**src/shared/drq_pkg.sv**
```systemverilog
/*
  drq_pkg: constants for the dma request router and channel interrupt block.
  assumes: a 32-bit avalon-mm slave with byte addresses; routing is 16 bits wide, the other registers 8 bits.
*/
package drq_pkg;
  // block geometry
  localparam int DRQ_NUM_CHAN = 8; // dma channels
  localparam int DRQ_NUM_PAIR = 4; // selector fields, one per channel pair
  localparam int DRQ_SEL_W = 4; // width of one selector field
  localparam int DRQ_NUM_CODE = 16; // peripheral codes
  localparam int DRQ_REG_W = 16; // routing register width
  localparam int DRQ_ADDR_W = 8; // avalon byte address width

  // printed bus addresses; the index is the distance from the block base
  localparam logic [31:0] DRQ_BASE_PRINTED = 32'h5000_3580;
  localparam logic [31:0] DRQ_ROUTING_PRINTED = 32'h5000_3580;
  localparam logic [31:0] DRQ_PENDING_PRINTED = 32'h5000_3582;
  localparam logic [31:0] DRQ_CLEAR_PRINTED = 32'h5000_3584;
  localparam logic [7:0] DRQ_ROUTING_IDX = 8'h00;
  localparam logic [7:0] DRQ_PENDING_IDX = 8'h02;
  localparam logic [7:0] DRQ_CLEAR_IDX = 8'h04;
  localparam logic [7:0] DRQ_MASK_IDX = 8'h06; // interrupt mask
  localparam logic [7:0] DRQ_IRQ_EN_IDX = 8'h07; // per-channel interrupt enable
  localparam logic [7:0] DRQ_TRIG_IDX = 8'h08; // per-channel trigger select
  // byte address is four times the index
  localparam logic [7:0] DRQ_ROUTING_ADDR = 8'h00;
  localparam logic [7:0] DRQ_PENDING_ADDR = 8'h08;
  localparam logic [7:0] DRQ_CLEAR_ADDR = 8'h10;
  localparam logic [7:0] DRQ_MASK_ADDR = 8'h18;
  localparam logic [7:0] DRQ_IRQ_EN_ADDR = 8'h1c;
  localparam logic [7:0] DRQ_TRIG_ADDR = 8'h20;

  // reset values
  localparam logic [15:0] DRQ_ROUTING_RST = 16'hffff; // every field maps nothing
  localparam logic [7:0] DRQ_PENDING_RST = 8'h00;
  localparam logic [7:0] DRQ_MASK_RST = 8'h00;
  localparam logic [7:0] DRQ_IRQ_EN_RST = 8'h00;
  localparam logic [7:0] DRQ_TRIG_RST = 8'h00;

  // peripheral codes
  localparam logic [3:0] DRQ_CODE_SPI1 = 4'h0;
  localparam logic [3:0] DRQ_CODE_SPI2 = 4'h1;
  localparam logic [3:0] DRQ_CODE_UART1 = 4'h2;
  localparam logic [3:0] DRQ_CODE_UART2 = 4'h3;
  localparam logic [3:0] DRQ_CODE_I2C1 = 4'h4;
  localparam logic [3:0] DRQ_CODE_I2C2 = 4'h5;
  localparam logic [3:0] DRQ_CODE_USB = 4'h6;
  localparam logic [3:0] DRQ_CODE_PCM = 4'h8;
  localparam logic [3:0] DRQ_CODE_SRC = 4'h9;
  localparam logic [3:0] DRQ_CODE_ADC = 4'hc;
  localparam logic [3:0] DRQ_CODE_NONE = 4'hf;
  // codes with a first request, and codes with a second request
  localparam logic [15:0] DRQ_FIRST_VALID = 16'h137f;
  localparam logic [15:0] DRQ_SECOND_VALID = 16'h037f; // adc has no second request

  // bus answer states
  typedef enum logic [1:0] {
    DRQ_BUS_IDLE = 2'b01,
    DRQ_BUS_ANS = 2'b10
  } drq_bus_state_t;
endpackage : drq_pkg

```
**src/rtl/drq_mux_irq.sv**
```systemverilog
/*
  drq_mux_irq: routes peripheral dma request pairs onto channel pairs, and keeps
  the per-channel interrupt pending flags with their write-one-to-clear register.
  assumes: one clock ref_clk, synchronous active-high rst, peripheral and channel
  strobes synchronous to ref_clk, an avalon-mm master that holds its request.
*/
`timescale 1ns/100ps
module drq_mux_irq
  import drq_pkg::*;
(
  input wire logic ref_clk,
  input wire logic rst,
  // avalon-mm slave
  input wire logic [DRQ_ADDR_W-1:0] avs_address,
  input wire logic avs_read,
  input wire logic avs_write,
  input wire logic [31:0] avs_writedata,
  input wire logic [3:0] avs_byteenable,
  output logic [31:0] avs_readdata,
  output logic avs_waitrequest,
  // peripheral side, indexed by peripheral code
  input wire logic [DRQ_NUM_CODE-1:0] periph_req_first,
  input wire logic [DRQ_NUM_CODE-1:0] periph_req_second,
  output logic [DRQ_NUM_CODE-1:0] periph_ack_first,
  output logic [DRQ_NUM_CODE-1:0] periph_ack_second,
  // channel side
  input wire logic [DRQ_NUM_CHAN-1:0] chan_ack,
  input wire logic [DRQ_NUM_CHAN-1:0] chan_done,
  output logic [DRQ_NUM_CHAN-1:0] chan_go,
  // interrupt
  output logic irq
);

  // register state
  logic [DRQ_REG_W-1:0] routing_reg, routing_next; // four selector fields
  logic [DRQ_NUM_CHAN-1:0] pending_reg, pending_next; // sticky channel flags
  logic [DRQ_NUM_CHAN-1:0] mask_reg, mask_next; // gates pending onto irq
  logic [DRQ_NUM_CHAN-1:0] irq_en_reg, irq_en_next; // per-channel enable
  logic [DRQ_NUM_CHAN-1:0] trig_reg, trig_next; // per-channel trigger select
  logic [31:0] rdata_reg, rdata_next; // read data, held for the answer
  drq_bus_state_t bus_reg, bus_next; // answer state

  // decoded access strobes
  logic acc; // request accepted at this edge
  logic wr_acc; // accepted write
  logic [15:0] wmask; // byte-lane mask over the low half
  logic [15:0] wdata; // masked write data
  logic [DRQ_NUM_CHAN-1:0] clr_bits; // channels cleared by this write

  // routing nets, one entry per pair, routed_req one per channel
  logic [DRQ_SEL_W-1:0] sel [DRQ_NUM_PAIR]; // selector of each pair
  logic [DRQ_NUM_PAIR-1:0] owner; // pair owns its code
  logic [DRQ_NUM_CHAN-1:0] routed_req; // request seen by each channel

  // the master holds its request, so answering in the second cycle is enough
  assign acc = (avs_read | avs_write) & (bus_reg == DRQ_BUS_ANS);
  assign wr_acc = avs_write & acc;
  assign avs_waitrequest = (avs_read | avs_write) & (bus_reg != DRQ_BUS_ANS);
  assign avs_readdata = rdata_reg;
  assign wmask = {{8{avs_byteenable[1]}}, {8{avs_byteenable[0]}}};
  assign wdata = avs_writedata[15:0] & wmask;

  // clear strobes: only ones on an enabled lane act
  assign clr_bits = (wr_acc && avs_address == DRQ_CLEAR_ADDR) ?
                    wdata[DRQ_NUM_CHAN-1:0] : '0;

  // bus answer state: one wait cycle, then the answer
  always_comb begin
    bus_next = bus_reg;
    case (bus_reg)
      DRQ_BUS_IDLE: begin
        // a request starts the wait
        if (avs_read | avs_write) begin
          bus_next = DRQ_BUS_ANS;
        end
      end
      DRQ_BUS_ANS: begin
        // answer given at this edge
        bus_next = DRQ_BUS_IDLE;
      end
      default: begin
        bus_next = DRQ_BUS_IDLE;
      end
    endcase
  end

  // software registers and read data
  always_comb begin
    routing_next = routing_reg;
    mask_next = mask_reg;
    irq_en_next = irq_en_reg;
    trig_next = trig_reg;
    rdata_next = rdata_reg;
    if (wr_acc) begin
      case (avs_address)
        DRQ_ROUTING_ADDR: begin
          routing_next = (routing_reg & ~wmask) | wdata;
        end
        DRQ_MASK_ADDR: begin
          mask_next = (mask_reg & ~wmask[7:0]) | wdata[7:0];
        end
        DRQ_IRQ_EN_ADDR: begin
          irq_en_next = (irq_en_reg & ~wmask[7:0]) | wdata[7:0];
        end
        DRQ_TRIG_ADDR: begin
          trig_next = (trig_reg & ~wmask[7:0]) | wdata[7:0];
        end
        default: begin
          // clear register and unmapped words store nothing
        end
      endcase
    end
    if (avs_read & (bus_reg == DRQ_BUS_IDLE)) begin
      // latched while waitrequest is high, stands through the answer edge
      case (avs_address)
        DRQ_ROUTING_ADDR: rdata_next = {16'h0000, routing_reg};
        DRQ_PENDING_ADDR: rdata_next = {24'h00_0000, pending_reg};
        DRQ_CLEAR_ADDR: rdata_next = 32'h0000_0000;
        DRQ_MASK_ADDR: rdata_next = {24'h00_0000, mask_reg};
        DRQ_IRQ_EN_ADDR: rdata_next = {24'h00_0000, irq_en_reg};
        DRQ_TRIG_ADDR: rdata_next = {24'h00_0000, trig_reg};
        default: rdata_next = 32'h0000_0000; // unmapped reads zero
      endcase
    end
  end

  // pending flags: an enabled done in the clearing cycle survives, set wins
  always_comb begin
    pending_next = (pending_reg & ~clr_bits) | (chan_done & irq_en_reg);
  end

  // register everything
  always_ff @(posedge ref_clk) begin
    if (rst) begin
      bus_reg <= DRQ_BUS_IDLE;
      routing_reg <= DRQ_ROUTING_RST;
      pending_reg <= DRQ_PENDING_RST;
      mask_reg <= DRQ_MASK_RST;
      irq_en_reg <= DRQ_IRQ_EN_RST;
      trig_reg <= DRQ_TRIG_RST;
      rdata_reg <= 32'h0000_0000;
    end else begin
      bus_reg <= bus_next;
      routing_reg <= routing_next;
      pending_reg <= pending_next;
      mask_reg <= mask_next;
      irq_en_reg <= irq_en_next;
      trig_reg <= trig_next;
      rdata_reg <= rdata_next;
    end
  end

  // level interrupt from unmasked pending flags
  assign irq = |(pending_reg & mask_reg);

  // per-pair routing; pair p feeds channels 2p and 2p+1
  genvar p;
  generate
    for (p = 0; p < DRQ_NUM_PAIR; p++) begin : g_pair
      assign sel[p] = routing_reg[p*DRQ_SEL_W +: DRQ_SEL_W];
      // owner unless a lower field holds the same code
      always_comb begin
        owner[p] = 1'b1;
        for (int q = 0; q < p; q++) begin
          if (sel[q] == sel[p]) begin
            owner[p] = 1'b0;
          end
        end
      end
      // reserved and none codes drop out through the valid masks
      assign routed_req[2*p] = owner[p] & DRQ_FIRST_VALID[sel[p]] &
                               periph_req_first[sel[p]];
      assign routed_req[2*p+1] = owner[p] & DRQ_SECOND_VALID[sel[p]] &
                                 periph_req_second[sel[p]];
      assign chan_go[2*p] = trig_reg[2*p] ? routed_req[2*p] : 1'b1;
      assign chan_go[2*p+1] = trig_reg[2*p+1] ? routed_req[2*p+1] : 1'b1;
    end
  endgenerate

  // acknowledges go back only from the owning pair
  always_comb begin
    periph_ack_first = '0;
    periph_ack_second = '0;
    for (int k = 0; k < DRQ_NUM_PAIR; k++) begin
      if (owner[k] && DRQ_FIRST_VALID[sel[k]]) begin
        periph_ack_first[sel[k]] = chan_ack[2*k];
      end
      if (owner[k] && DRQ_SECOND_VALID[sel[k]]) begin
        periph_ack_second[sel[k]] = chan_ack[2*k+1];
      end
    end
  end
endmodule : drq_mux_irq

```
**config.mk**
```make
export PLATFORM = sky130hd
export DESIGN_NAME = drq_mux_irq
export DESIGN_NICKNAME = d
export VERILOG_FILES = /design/src/shared/drq_pkg.sv /design/src/rtl/drq_mux_irq.sv
export SDC_FILE = /design/constraint.sdc
export NUM_CORES = 1
export LEC_CHECK = 0
export BUFFER_PORTS_ARGS = -buffer_cell sky130_fd_sc_hd__buf_2
export CORE_UTILIZATION = 48
export DETAILED_ROUTE_END_ITERATION = 16
export PLACE_DENSITY = 0.77
export SYNTH_ARGS = -nofsm -noshare
export SYNTH_HDL_FRONTEND = slang
export SYNTH_SLANG_ARGS = --single-unit
```
**constraint.sdc**
```tcl
create_clock -name ref_clk -period 2.8 [get_ports ref_clk]
set_clock_uncertainty 0.15 [all_clocks]
set_input_delay 0.7 -clock ref_clk [delete_from_list [all_inputs] [get_ports ref_clk]]
set_output_delay 0.7 -clock ref_clk [all_outputs]
set_load 0.02 [all_outputs]
```
# Word-level counts from Yosys, hierarchy flattened

Memories as Yosys holds them, arrays and structs flattened. A register that Yosys moved wholly into a read port is not among the register bits.
Cells that the tools add are included.

Bits in registers: 82
Output and inout bits: 74
Memories kept: 8
Logic and storage cells: 171
Memory bits (read-only): 128
RAM bits: 0
Latch bits: 0
Input bits: 96

$lt $le $gt $ge: 8
Equality and inequality tests: 14
Reduce and logical (&&, ||, !) cells: 18
Multiply operators: 0
Bitwise gates (word level): 38
Multiplexer cells: 78
Add/subtract/negate cells: 0
Div/mod/pow operators: 0
Shift-type cells: 0

Memories:

| memory           | depth | bits a word | rd ports | clocked after Yosys merged registers in | wr ports | line               | RTL |
|---|---|---|---|---|---|---|---|
| (name not given) | 16    | 1           | 1        | 1                                       | 0        | drq_mux_irq.sv:188 | `if (owner[k] && DRQ_SECOND_VALID[sel[k]]) begin` |
| (name not given) | 16    | 1           | 1        | 1                                       | 0        | drq_mux_irq.sv:185 | `if (owner[k] && DRQ_FIRST_VALID[sel[k]]) begin` |
| (name not given) | 16    | 1           | 1        | 1                                       | 0        | drq_mux_irq.sv:185 |  |
| (name not given) | 16    | 1           | 1        | 1                                       | 0        | drq_mux_irq.sv:188 |  |
| (name not given) | 16    | 1           | 1        | 1                                       | 0        | drq_mux_irq.sv:185 |  |
| (name not given) | 16    | 1           | 1        | 1                                       | 0        | drq_mux_irq.sv:188 |  |
| +2 memories      | -     | -           | -        | -                                       | -        | -                  |  |

Operator list:

| cell                                                                                 | count |
|---|---|
| 16-bit two-way mux                                                                   | 8 |
| 16-bit bitwise mux                                                                   | 6 |
| 16-bit one-hot mux with 5 select lines                                               | 1 |
| 16-bit bitwise AND                                                                   | 4 |
| 4-bit two-way mux                                                                    | 16 |
| 8-bit bitwise AND                                                                    | 6 |
| 1-bit two-way mux                                                                    | 34 |
| 1-bit binary-select mux with 4-bit select                                            | 8 |
| 8-bit OR                                                                             | 4 |
| 4-bit equality test                                                                  | 6 |
| 8-bit by 5-bit equality test with 1-bit output (second input constant)               | 3 |
| 4-bit by 5-bit < comparator with 1-bit output (second input constant)                | 4 |
| 1-bit bitwise AND                                                                    | 18 |
| 1-bit demux with 4-bit select                                                        | 4 |
| 4-bit by 1-bit greater-or-equal comparator with 1-bit output (second input constant) | 4 |
| 16-bit inverter                                                                      | 1 |
| 8-bit inverter                                                                       | 2 |
| 16-bit OR                                                                            | 1 |
| 1-bit logical AND                                                                    | 11 |
| 8-bit by 4-bit equality test with 1-bit output (second input constant)               | 1 |
| 8-bit by 6-bit equality test with 1-bit output (second input constant)               | 1 |
| 8-bit logical NOT                                                                    | 1 |
| 8-bit two-way mux                                                                    | 1 |
| 2-bit AND reduction                                                                  | 4 |
| 7 further kinds                                                                      | 7 |

# Longest topological paths before layout

Gate-level depths: netlist of run 1.

Depth after elaboration: 12
Mapped depth: 8
Gate-level depth less buffers: 5

# Worst setup path after synthesis of run 1

OpenSTA, ideal clock, no wires.

Path kind: flip-flop to output port
From: register routing_reg[4]
To: output chan_go[2]
Path slack: -0.119 ns
Data required time: 1.950 ns
Path buffers: 2
Arrival: 2.069 ns
Stages on the path, launching flop included: 7
Cells stage by stage: dfxtp_1 buf_2 clkbuf_1 mux4_2 mux4_2 nand3_1 nand2_1

Cells in the longest elaborated chain, start to end: 5
Elaborated cells on any way between the ends: 7
Those cells by class: eq/ne (1); mux (4); bitwise (2)

Ends and longest elaborated chain:

| element                                                                           | line               | RTL |
|---|---|---|
| start, declared                                                                   | drq_mux_irq.sv:35  | `logic [DRQ_REG_W-1:0] routing_reg, routing_next;` |
| start signal, assigned                                                            | drq_mux_irq.sv:144 | `routing_reg <= routing_next;` |
| branches (longest 3 deep; another with 1-bit binary-select mux with 4-bit select) | -                  |  |
| 1-bit bitwise AND (*)                                                             | drq_mux_irq.sv:171 | `assign routed_req[2*p] = owner[p] & DRQ_FIRST_VALID[sel[p]] &` |
| 1-bit two-way mux (*)                                                             | drq_mux_irq.sv:175 | `assign chan_go[2*p] = trig_reg[2*p] ? routed_req[2*p] : 1'b1;` |
| end, declared                                                                     | drq_mux_irq.sv:29  | `output logic [DRQ_NUM_CHAN-1:0] chan_go,` |

Every way passes the cells marked *. The select of a mux whose other input is x is not followed.

# Final worst setup path of run 1

From: register routing_reg[9]
To: output periph_ack_second[4]

Cells in the longest elaborated chain, start to end: 8
Elaborated cells on any way between the ends: 17
Those cells by class: order compare (2); eq/ne (3); mux (9); reduce/logical (3)

Ends and longest elaborated chain:

| element                                                                                                                                                    | line               | RTL |
|---|---|---|
| 4-bit by 5-bit < comparator with 1-bit output (implied by the code) / 4-bit by 1-bit greater-or-equal comparator with 1-bit output (equally long branches) | drq_mux_irq.sv:189 | `periph_ack_second[sel[k]] = chan_ack[2*k+1];` |
| 1-bit logical AND (implied by the code)                                                                                                                    | drq_mux_irq.sv:189 |  |
| 1-bit two-way mux (implied by the code)                                                                                                                    | drq_mux_irq.sv:189 |  |
| 1-bit demux with 4-bit select                                                                                                                              | drq_mux_irq.sv:189 |  |
| 16-bit bitwise mux                                                                                                                                         | drq_mux_irq.sv:189 |  |
| 16-bit two-way mux                                                                                                                                         | drq_mux_irq.sv:188 |  |
| 16-bit bitwise mux                                                                                                                                         | drq_mux_irq.sv:189 |  |
| 16-bit two-way mux (*)                                                                                                                                     | drq_mux_irq.sv:188 |  |
| end, declared                                                                                                                                              | drq_mux_irq.sv:25  | `output logic [DRQ_NUM_CODE-1:0] periph_ack_second,` |

Mark *: on every way between the ends. The rest lies on a longest branch, timed or not.

==> results.sh, run 1 <==
export IMPL_crit_arrival_ps=2290
export IMPL_drt_pass1_iter_count=5
export IMPL_rsz0062_at_grt="yes"
export IMPL_grt_pass1_vias=6151
export IMPL_numCtsBuffers=9
export IMPL_slew_viol_final=0
export IMPL_wl_per_cell_um=21.14
export IMPL_ys_flop_type="dfxtp_1"
export IMPL_yosys_area_share_xor_xnor_pct=3.478
export IMPL_p_clk_share_pct=45.4
export IMPL_yosysWarnings=0
export IMPL_rows=40
export IMPL_syn_area_um2=6043
export IMPL_power_frac_comb_pct=12.1
export IMPL_grt_max_degree=50
export IMPL_syn_instance_count=714
export IMPL_fin_cells=1072
export IMPL_die_y_um=114.2
export IMPL_crit_path_start_kind="register"
export IMPL_finalHoldViolations=0
export IMPL_yosysSeqAreaShare_pct=24.51
export IMPL_via_count=7014
export IMPL_setup_ws_ps=-344.8
export IMPL_avgSynthCellArea_um2=8.464
export IMPL_synthMuxAreaShare_pct=18.90
export IMPL_min_path_type="reg2reg"
export IMPL_grt_pass1_wl_mm=32.18
export IMPL_p_sw_uw=635.6
export IMPL_die_area_um2=13040
export IMPL_dpl_cell_count=1028
export IMPL_violations="negative setup slack"
export IMPL_routabilityCongestion=0.9786
export IMPL_die_width_um=114.2
export IMPL_fmax_mhz=318.0
export IMPL_setup_viol=40
export IMPL_timing_slew_headroom_pct=64.68
export IMPL_pwr_share_seq_pct=42.5
export IMPL_io_buffer_count=135
export IMPL_antenna_found_initial=0
export IMPL_async_flop_share_pct=0
export IMPL_crit_type="reg2out"
export IMPL_cp_required_ps=1950
export IMPL_p_int_uw=1876
export IMPL_clkLatencyLatePin_ps=330
export IMPL_crit_path_end_kind="primary output"
export IMPL_status="finished, violations left"
export IMPL_vias_per_cell=6.543
export IMPL_design_area_um2=8630
export IMPL_dp_hpwl_mm=15.60
export IMPL_synth_top_family_by_area="simple AND/OR/NAND/NOR gates"
export IMPL_synth_compound_area_share_pct=21.24
export IMPL_critPathMaxFanout=6
export IMPL_cts_tree="yes"
export IMPL_start_util_pct=49.69
export IMPL_worstMarginPinSlew_ps=529.8
export IMPL_place_area_um2=7271
export IMPL_coreArea_um2=12160
export IMPL_cts_max_level=3
export IMPL_synth_adder_area_share_pct=0
export IMPL_fill_cells=875
export IMPL_min_period_ps=3145
export IMPL_ant_nets=0
export IMPL_area_growth_pct=42.80
export IMPL_hold_buffers=0
export IMPL_grt_use_total_pct=32.30
export IMPL_peakVddDrop_mv=0.4381
export IMPL_seq_area_um2=1519
export IMPL_drt_iter0_markers=935
export IMPL_p_per_area_nw_per_um2=291.1
export IMPL_synth_edf_count=0
export IMPL_p_leak_uw=0.003565
export IMPL_multi_input_area_um2=4597
export IMPL_whs_ps=300.3
export IMPL_cts_root_buf="clkbuf_16"
export IMPL_wl_mm=22.66
export IMPL_pin_count=170
export IMPL_synth_cell_types=63
export IMPL_num_nets_final=994
export IMPL_layout_drive_gt1_share_pct=44.63
export IMPL_detail_route_drc_violations=0
export IMPL_clk_pin_slew_ps=60
export IMPL_yosys_area_share_simple_pct=24.02
export IMPL_period_share_pct=112.3
export IMPL_cts_max_path_buffers=2
export IMPL_synth_seq_cells=74
export IMPL_swShare_pct=25.30
export IMPL_drv_cap=0
export IMPL_grt_overflow=0
export IMPL_cts_sinks=74
export IMPL_final_util_pct=70.96
==> worst max-delay path, cell delays in order (launching register included) <==
cell and delay [ps]:
dfxtp_4 350, buf_12 130, xor2_1 150, nor4_2 370, buf_4 190, nor4b_4 40
buf_4 170, buf_6 130, a32o_1 280, buf_6 140
==> power by group through the flow <==
stage          combinational (µW)  clock, µW  sequential, µW
4_1_cts                       293       1140            1070
6_report                      303       1140            1070
3_3_place_gp                  286          0            1100
2_1_floorplan                 158          0            1110
3_5_place_dp                  291          0            1100
5_1_grt                       321       1190            1070
==> area by class of cell <==
class                   count  share of cell area (%)
clock inverters             6                  0.7540
clock buffers              10                   2.653
inverters                  16                  0.6960
flip-flops and latches     74                   17.60
multi-input cells         559                   53.27
well taps                 168                   2.436
repair buffers            238                   22.56
diodes                      1                 0.02900
==> worst paths after layout <==
path	start	end	slack (ps)	cells after the start
setup / recovery	routing_reg[9]	periph_ack_second[4]	-340	9
setup reg to reg	bus_reg[0]	register	850	5
hold / removal	avs_readdata[11]	avs_readdata[11]	300	2
hold reg to reg	avs_readdata[11]	avs_readdata[11]	300	2
==> per-stage QoR <==
step           setup WS, ps  setup TNS, ps  total power [µW]
2_1_floorplan         18.74              0              1266
3_3_place_gp         -227.1          -3390              1384
3_5_place_dp         -213.4          -4514              1389
4_1_cts              -250.0          -8244              2503
5_1_grt              -398.3         -12480              2576
6_report             -344.8         -10580              2512
==> cell usage after synthesis, types with 16 or more instances <==
cell	number	area [µm²]
nand2_1	94	352.8
dfxtp_1	74	1481
a21oi_1	17	85.08
buf_2	16	80.08
nand3_1	31	155.2
clkbuf_1	40	150.1
or3_1	21	131.4
mux2i_1	23	230.2
mux4_2	40	900.9
a22oi_1	28	210.2
o21ai_0	28	140.1
nor2_1	54	202.7
inv_1	16	60.06
a32o_1	20	200.2
buf_4	18	135.1
==> cell usage in the layout, fill, tap and decap left out, types with 6 or more instances in the layout <==
cell type,synthesis,layout
buf_2,16,96
nand2_1,94,82
buf_4,18,80
dfxtp_1,74,58
nor2_1,54,51
buf_6,3,46
mux4_2,40,40
a22oi_1,28,28
nand3_1,31,27
mux2i_1,23,23
o21ai_0,28,20
or3_1,21,19
a21oi_1,17,17
conb_1,1,16
inv_1,16,14
nor3_1,15,13
nand2b_1,11,11
nand4_1,11,11
o221ai_1,11,11
a32o_2,0,11
clkbuf_16,0,11
a31oi_1,10,10
nand2_2,0,10
a32o_1,20,9
buf_12,0,9
dfxtp_2,0,9
o21ai_2,0,8
a221oi_1,8,8
xnor2_1,12,7
dfxtp_4,0,7
and3_1,6,6
o211ai_1,6,6
o31a_1,6,6
==> kinds of logic (layout without fill, tap and decap cells) <==
kind of cell           Yosys count  after routing
flip-flops                      74             74
multiplexers                    64             64
buffers and inverters           96            270
XOR/XNOR                        24             24
other                            1             17
AO/OA/AOI/OAI                  170            170
AND/OR/NAND/NOR                285            285
==> what timing repair did <==
item                                    CTS  global route
endpoints found under the setup margin   40            40
resized for setup                        94           116
gates cloned                              5             2
buffers inserted                          5            16
pin swaps                                18            30
==> per-layer routing <==
| metal | GRT usage (%) | wire length [µm] | vias to the layer above | share of wire [%] |
|---|---|---|---|---|
| li1 | - | - | 3069 | - |
| met1 | 40.68 | 8346 | 3298 | 37 |
| met2 | 53.90 | 10900 | 546 | 48 |
| met3 | 4.129 | 2067 | 101 | 9.1 |
| met4 | 17.66 | 1352 | 0 | 6.0 |
| met5 | 0 | 0 | - | 0 |
No activity file was read; power rests on OpenSTA's default activity.
==> run 2, diff against run 1 <==
Settings changed: CORE_UTILIZATION 48 to 35, PLACE_DENSITY 0.77 to unset.
==> results.sh, run 2 (same netlist as run 1, synthesis figures left out) <==
export IMPL_cp_required_ps=1950
export IMPL_wl_mm=22.97
export IMPL_cts_tree="yes"
export IMPL_num_nets_final=1013
export IMPL_min_period_ps=3115
export IMPL_slowest_delay_ps=540
export IMPL_status="finished, violations left"
export IMPL_final_util_pct=53.81
export IMPL_path_depth=6
export IMPL_crit_arrival_ps=2260
export IMPL_grt_overflow=0
export IMPL_cts_max_path_buffers=2
export IMPL_violations="negative setup slack"
export IMPL_p_leak_uw=0.003773
export IMPL_grt_use_total_pct=24.89
export IMPL_period_share_pct=111.2
export IMPL_r2r_slack_ps=880
export IMPL_cp_endpoint="chan_go[7]"
export IMPL_grt_max_degree=31
export IMPL_peakVddDrop_mv=0.4234
export IMPL_antenna_found_initial=1
export IMPL_crit_path_end_kind="primary output"
export IMPL_grt_pass1_wl_mm=34.46
export IMPL_whs_ps=300.7
export IMPL_grt_pass1_vias=6285
export IMPL_die_width_um=133.4
export IMPL_start_util_pct=36.19
export IMPL_layout_commonest_cell="buf_2"
export IMPL_tns_ps=-8220
export IMPL_ant_nets=0
export IMPL_cts_max_level=3
export IMPL_crit_path_start_kind="register"
export IMPL_crit_start="routing_reg[12]"
export IMPL_cts_sinks=74
export IMPL_wl_per_cell_um=20.11
export IMPL_cts_root_buf="clkbuf_16"
export IMPL_p_per_area_nw_per_um2=300.1
export IMPL_timing_slew_headroom_pct=55.77
export IMPL_fmax_mhz=321.0
export IMPL_drt_pass1_iter_count=5
export IMPL_rsz0062_at_grt="yes"
export IMPL_crit_buf_inv=2
export IMPL_clkLatencyLatePin_ps=340
export IMPL_die_y_um=133.4
export IMPL_worstMarginPinSlew_ps=658.5
export IMPL_drt_iter0_markers=625
export IMPL_area_growth_pct=48.70
export IMPL_setup_ws_ps=-314.9
export IMPL_drv_cap=0
export IMPL_io_buffer_count=135
export IMPL_worstReg2RegStart="bus_reg[0]"
export IMPL_worstPathCellList="buf_12, mux4_2, mux4_2, nand2_2, nand2_2, buf_6"
export IMPL_setup_viol=40
export IMPL_hold_buffers=0
export IMPL_rows=47
export IMPL_min_path_type="reg2reg"
export IMPL_via_count=6747
export IMPL_pre_cts_slack_ps=-276.7
export IMPL_crit_type="reg2out"
export IMPL_pin_count=170
export IMPL_finalHoldViolations=0
export IMPL_die_area_um2=17800
export IMPL_clk_pin_slew_ps=60
export IMPL_vias_per_cell=5.908
export IMPL_layout_drive_gt1_share_pct=48.16
export IMPL_worst_path_dominant_cell_family="multiplexers"
export IMPL_cp_slowest_cell="mux4_2"
export IMPL_detail_route_drc_violations=0
export IMPL_antennaDiodeCount=0
export IMPL_worst_r2r_cell_count=6
export IMPL_critPathMaxFanout=6
export IMPL_numCtsBuffers=9
export IMPL_coreArea_um2=16700
export IMPL_layout_common_cells="buf_2, buf_4, nand2_1"
export IMPL_slew_viol_final=0
export IMPL_dp_hpwl_mm=17.14
export IMPL_routabilityCongestion=0.9361
## run 2: how the worst min path moves through the flow
stage / startpoint / endpoint / cells after the start / slack, ps
6_report: avs_readdata[12] / avs_readdata[12] / 2 / 300
2_1_floorplan: register / register / 2 / 290
4_1_cts: avs_readdata[14] / avs_readdata[14] / 2 / 300
3_3_place_gp: avs_readdata[14] / avs_readdata[14] / 2 / 290
3_5_place_dp: avs_readdata[14] / avs_readdata[14] / 2 / 290
5_1_grt: avs_readdata[8] / avs_readdata[8] / 2 / 320
## run 2: what timing repair did
action	CTS	global route
pin swaps	18	34
resized for setup	123	112
cloned	2	4
setup buffers	9	16
endpoints found under the setup margin	40	40
## run 2: cell type report
type / count / area (µm²)
clock buffers: 10 / 229.0
clock inverters: 6 / 112.6
fillers: 1528 / 7715
inverters: 16 / 60.06
multi-input cells: 559 / 4775
flip-flops and latches: 74 / 1531
well taps: 220 / 275.3
repair buffers: 257 / 2003
## run 2: where the power goes
part / internal (µW) / switching (µW) / total, µW
clock network: 875 / 454 / 1330
logic: 128 / 174 / 302
registers: 1050 / 10.6 / 1070
## run 2: per-layer routing
metal,global-route usage (%),share of wire (%),up-vias
li1,-,-,3094
met3,4.718,6.9,65
met1,31.35,40,3254
met2,41.09,48,332
met5,0,0.035,-
met4,11.55,4.6,2
## run 2: worst reg2reg max path, stage by stage (launching register included)
cell and delay (ps):
dfxtp_1 330, nand4b_1 240, nor3_4 200, buf_12 150, mux2i_1 250, nand3_1 120
a2111oi_2 370
## run 2: per-stage QoR
stage,std cells,power (µW),instance area (µm²)
5_1_grt,1142,2777,8986
4_1_cts,1124,2704,8349
6_report,1142,2697,8986
2_1_floorplan,729,1266,6107
3_3_place_gp,1098,1391,7446
3_5_place_dp,1098,1395,7446
==> run 3, diff against run 2 <==
==> constraint.sdc (replaced) <==
create_clock -name ref_clk -period 2.8 [get_ports ref_clk]
set_clock_uncertainty 0.15 [all_clocks]
set_input_delay 0.28 -clock ref_clk [delete_from_list [all_inputs] [get_ports ref_clk]]
set_output_delay 0.28 -clock ref_clk [all_outputs]
set_load 0.02 [all_outputs]
==> results.sh, run 3 (same netlist as run 1, synthesis figures left out) <==
export IMPL_status="complete, no violations"
export IMPL_layout_commonest_cell="buf_2"
export IMPL_crit_arrival_ps=2360
export IMPL_num_nets_final=940
export IMPL_design_area_um2=7520
export IMPL_drv_cap=0
export IMPL_cp_required_ps=2370
export IMPL_clkLatencyLatePin_ps=340
export IMPL_detail_route_drc_violations=0
export IMPL_whs_ps=23.83
export IMPL_grt_pass1_vias=5904
export IMPL_use_met2_pct=38.69
export IMPL_place_area_um2=7053
export IMPL_p_leak_uw=0.003002
export IMPL_p_per_area_nw_per_um2=332.7
export IMPL_cts_max_level=3
export IMPL_crit_path_end_kind="primary output"
export IMPL_io_buffer_count=135
export IMPL_hold_buffers=0
export IMPL_min_path_type="in2reg"
export IMPL_die_width_um=133.4
export IMPL_via_count=6327
export IMPL_crit_top_cell="mux4_2"
export IMPL_coreArea_um2=16700
export IMPL_cts_root_buf="clkbuf_16"
export IMPL_setup_ws_ps=5.730
export IMPL_grtUsageMet1_pct=30.87
export IMPL_cts_max_path_buffers=2
export IMPL_layout_common_cells="buf_2, nand2_1, dfxtp_1"
export IMPL_die_area_um2=17800
export IMPL_die_y_um=133.4
export IMPL_setup_viol=0
export IMPL_finalHoldViolations=0
export IMPL_busiest_layer="met2"
export IMPL_grt_use_total_pct=23.52
export IMPL_numCtsBuffers=9
export IMPL_min_period_ps=2794
export IMPL_peakVddDrop_mv=0.2944
export IMPL_grtUsageMet3_pct=2.892
export IMPL_ant_nets=0
export IMPL_drt_iter0_markers=569
export IMPL_cp_slowest_cell="mux4_2"
export IMPL_crit_path_start_kind="register"
export IMPL_rows=47
export IMPL_layout_drive_gt1_share_pct=33.96
export IMPL_worstMarginPinSlew_ps=744.8
export IMPL_power_uw=2502
export IMPL_grt_pass1_wl_mm=32.40
export IMPL_grt_overflow=0
export IMPL_routabilityCongestion=0.9556
export IMPL_vias_per_cell=5.924
export IMPL_worst_path_dominant_cell_family="multiplexers"
export IMPL_pre_cts_slack_ps=138.6
export IMPL_slowest_delay_ps=520
export IMPL_crit_buf_inv=3
export IMPL_slew_viol_final=0
export IMPL_fmax_mhz=357.9
export IMPL_grt_max_degree=48
export IMPL_cts_tree="yes"
export IMPL_cts_sinks=74
export IMPL_tns_ps=0
export IMPL_crit_type="reg2out"
export IMPL_start_util_pct=36.19
export IMPL_clk_pin_slew_ps=60
export IMPL_dp_hpwl_mm=16.06
export IMPL_antennaDiodeCount=0
export IMPL_drt_pass1_iter_count=6
export IMPL_timing_slew_headroom_pct=49.93
export IMPL_antenna_found_initial=0
export IMPL_rsz0062_at_grt="yes"
export IMPL_critPathMaxFanout=9
export IMPL_area_growth_pct=24.43
export IMPL_wl_mm=20.92
export IMPL_period_share_pct=99.80
export IMPL_worstPathCellList="buf_12, mux4_2, mux4_2, inv_1, o21ai_0, buf_2"
export IMPL_wl_per_cell_um=19.58
export IMPL_pin_count=170
run 3: changes by cell type in the layout (fill, tap and decap cells not counted), sizes merged:
cell	previous run	this run
clkinv	1	2
clkbuf	12	11
bufinv	3	1
buf	255	182
clkinvlp	0	2
inv	18	17
run 3: through the flow:
stage,instances,utilization [%]
6_report,1068,45.03
2_1_floorplan,729,-
3_5_place_dp,1049,42.23
3_3_place_gp,1049,42.23
4_1_cts,1064,44.07
5_1_grt,1068,45.03
run 3: path summary, 6_finish.rpt:
| path | from | to | slack (ps) | depth (start not counted) |
|---|---|---|---|---|
| setup / recovery | routing_reg[8] | chan_go[5] | 6 | 6 |
| hold / removal | avs_writedata[15] | routing_reg[15] | 20 | 3 |
| setup reg to reg | bus_reg[0] | register | 710 | 5 |
| hold reg to reg | avs_readdata[13] | avs_readdata[13] | 300 | 2 |
run 3: routing by layer:
layer  vias up  part of all wire, %  wire (µm)
li1       2940                    -          -
met1      3057                   43       8893
met2       287                   47       9898
met3        43                  6.6       1389
met4         0                  3.5        733
met5         -                    0          0
run 3: report_power, final:
part	internal [µW]	switching [µW]	total (µW)
Combinational	120	168	288
Sequential	1060	9.59	1070
Clock	687	455	1140
run 3: final cells by class:
| type | instances | area (µm²) |
|---|---|---|
| Clock inverter | 6 | 67.56 |
| Tap cell | 220 | 275.3 |
| Multi-Input combinational cell | 559 | 4222 |
| Clock buffer | 9 | 225.2 |
| Fill cell | 1683 | 9181 |
| Sequential cell | 74 | 1509 |
| Inverter | 16 | 60.06 |
| Timing Repair Buffer | 184 | 1161 |
run 3: what timing repair did:
item,in CTS,in global routing
resized for setup,9,27
setup buffers,0,2
pin swaps,0,1
cloned,0,2
setup endpoints to repair,40,37
run 3: worst min-delay path, cell delays in order:
cell      delay [ps]
buf_2             90
a211oi_2          70
inv_1             40
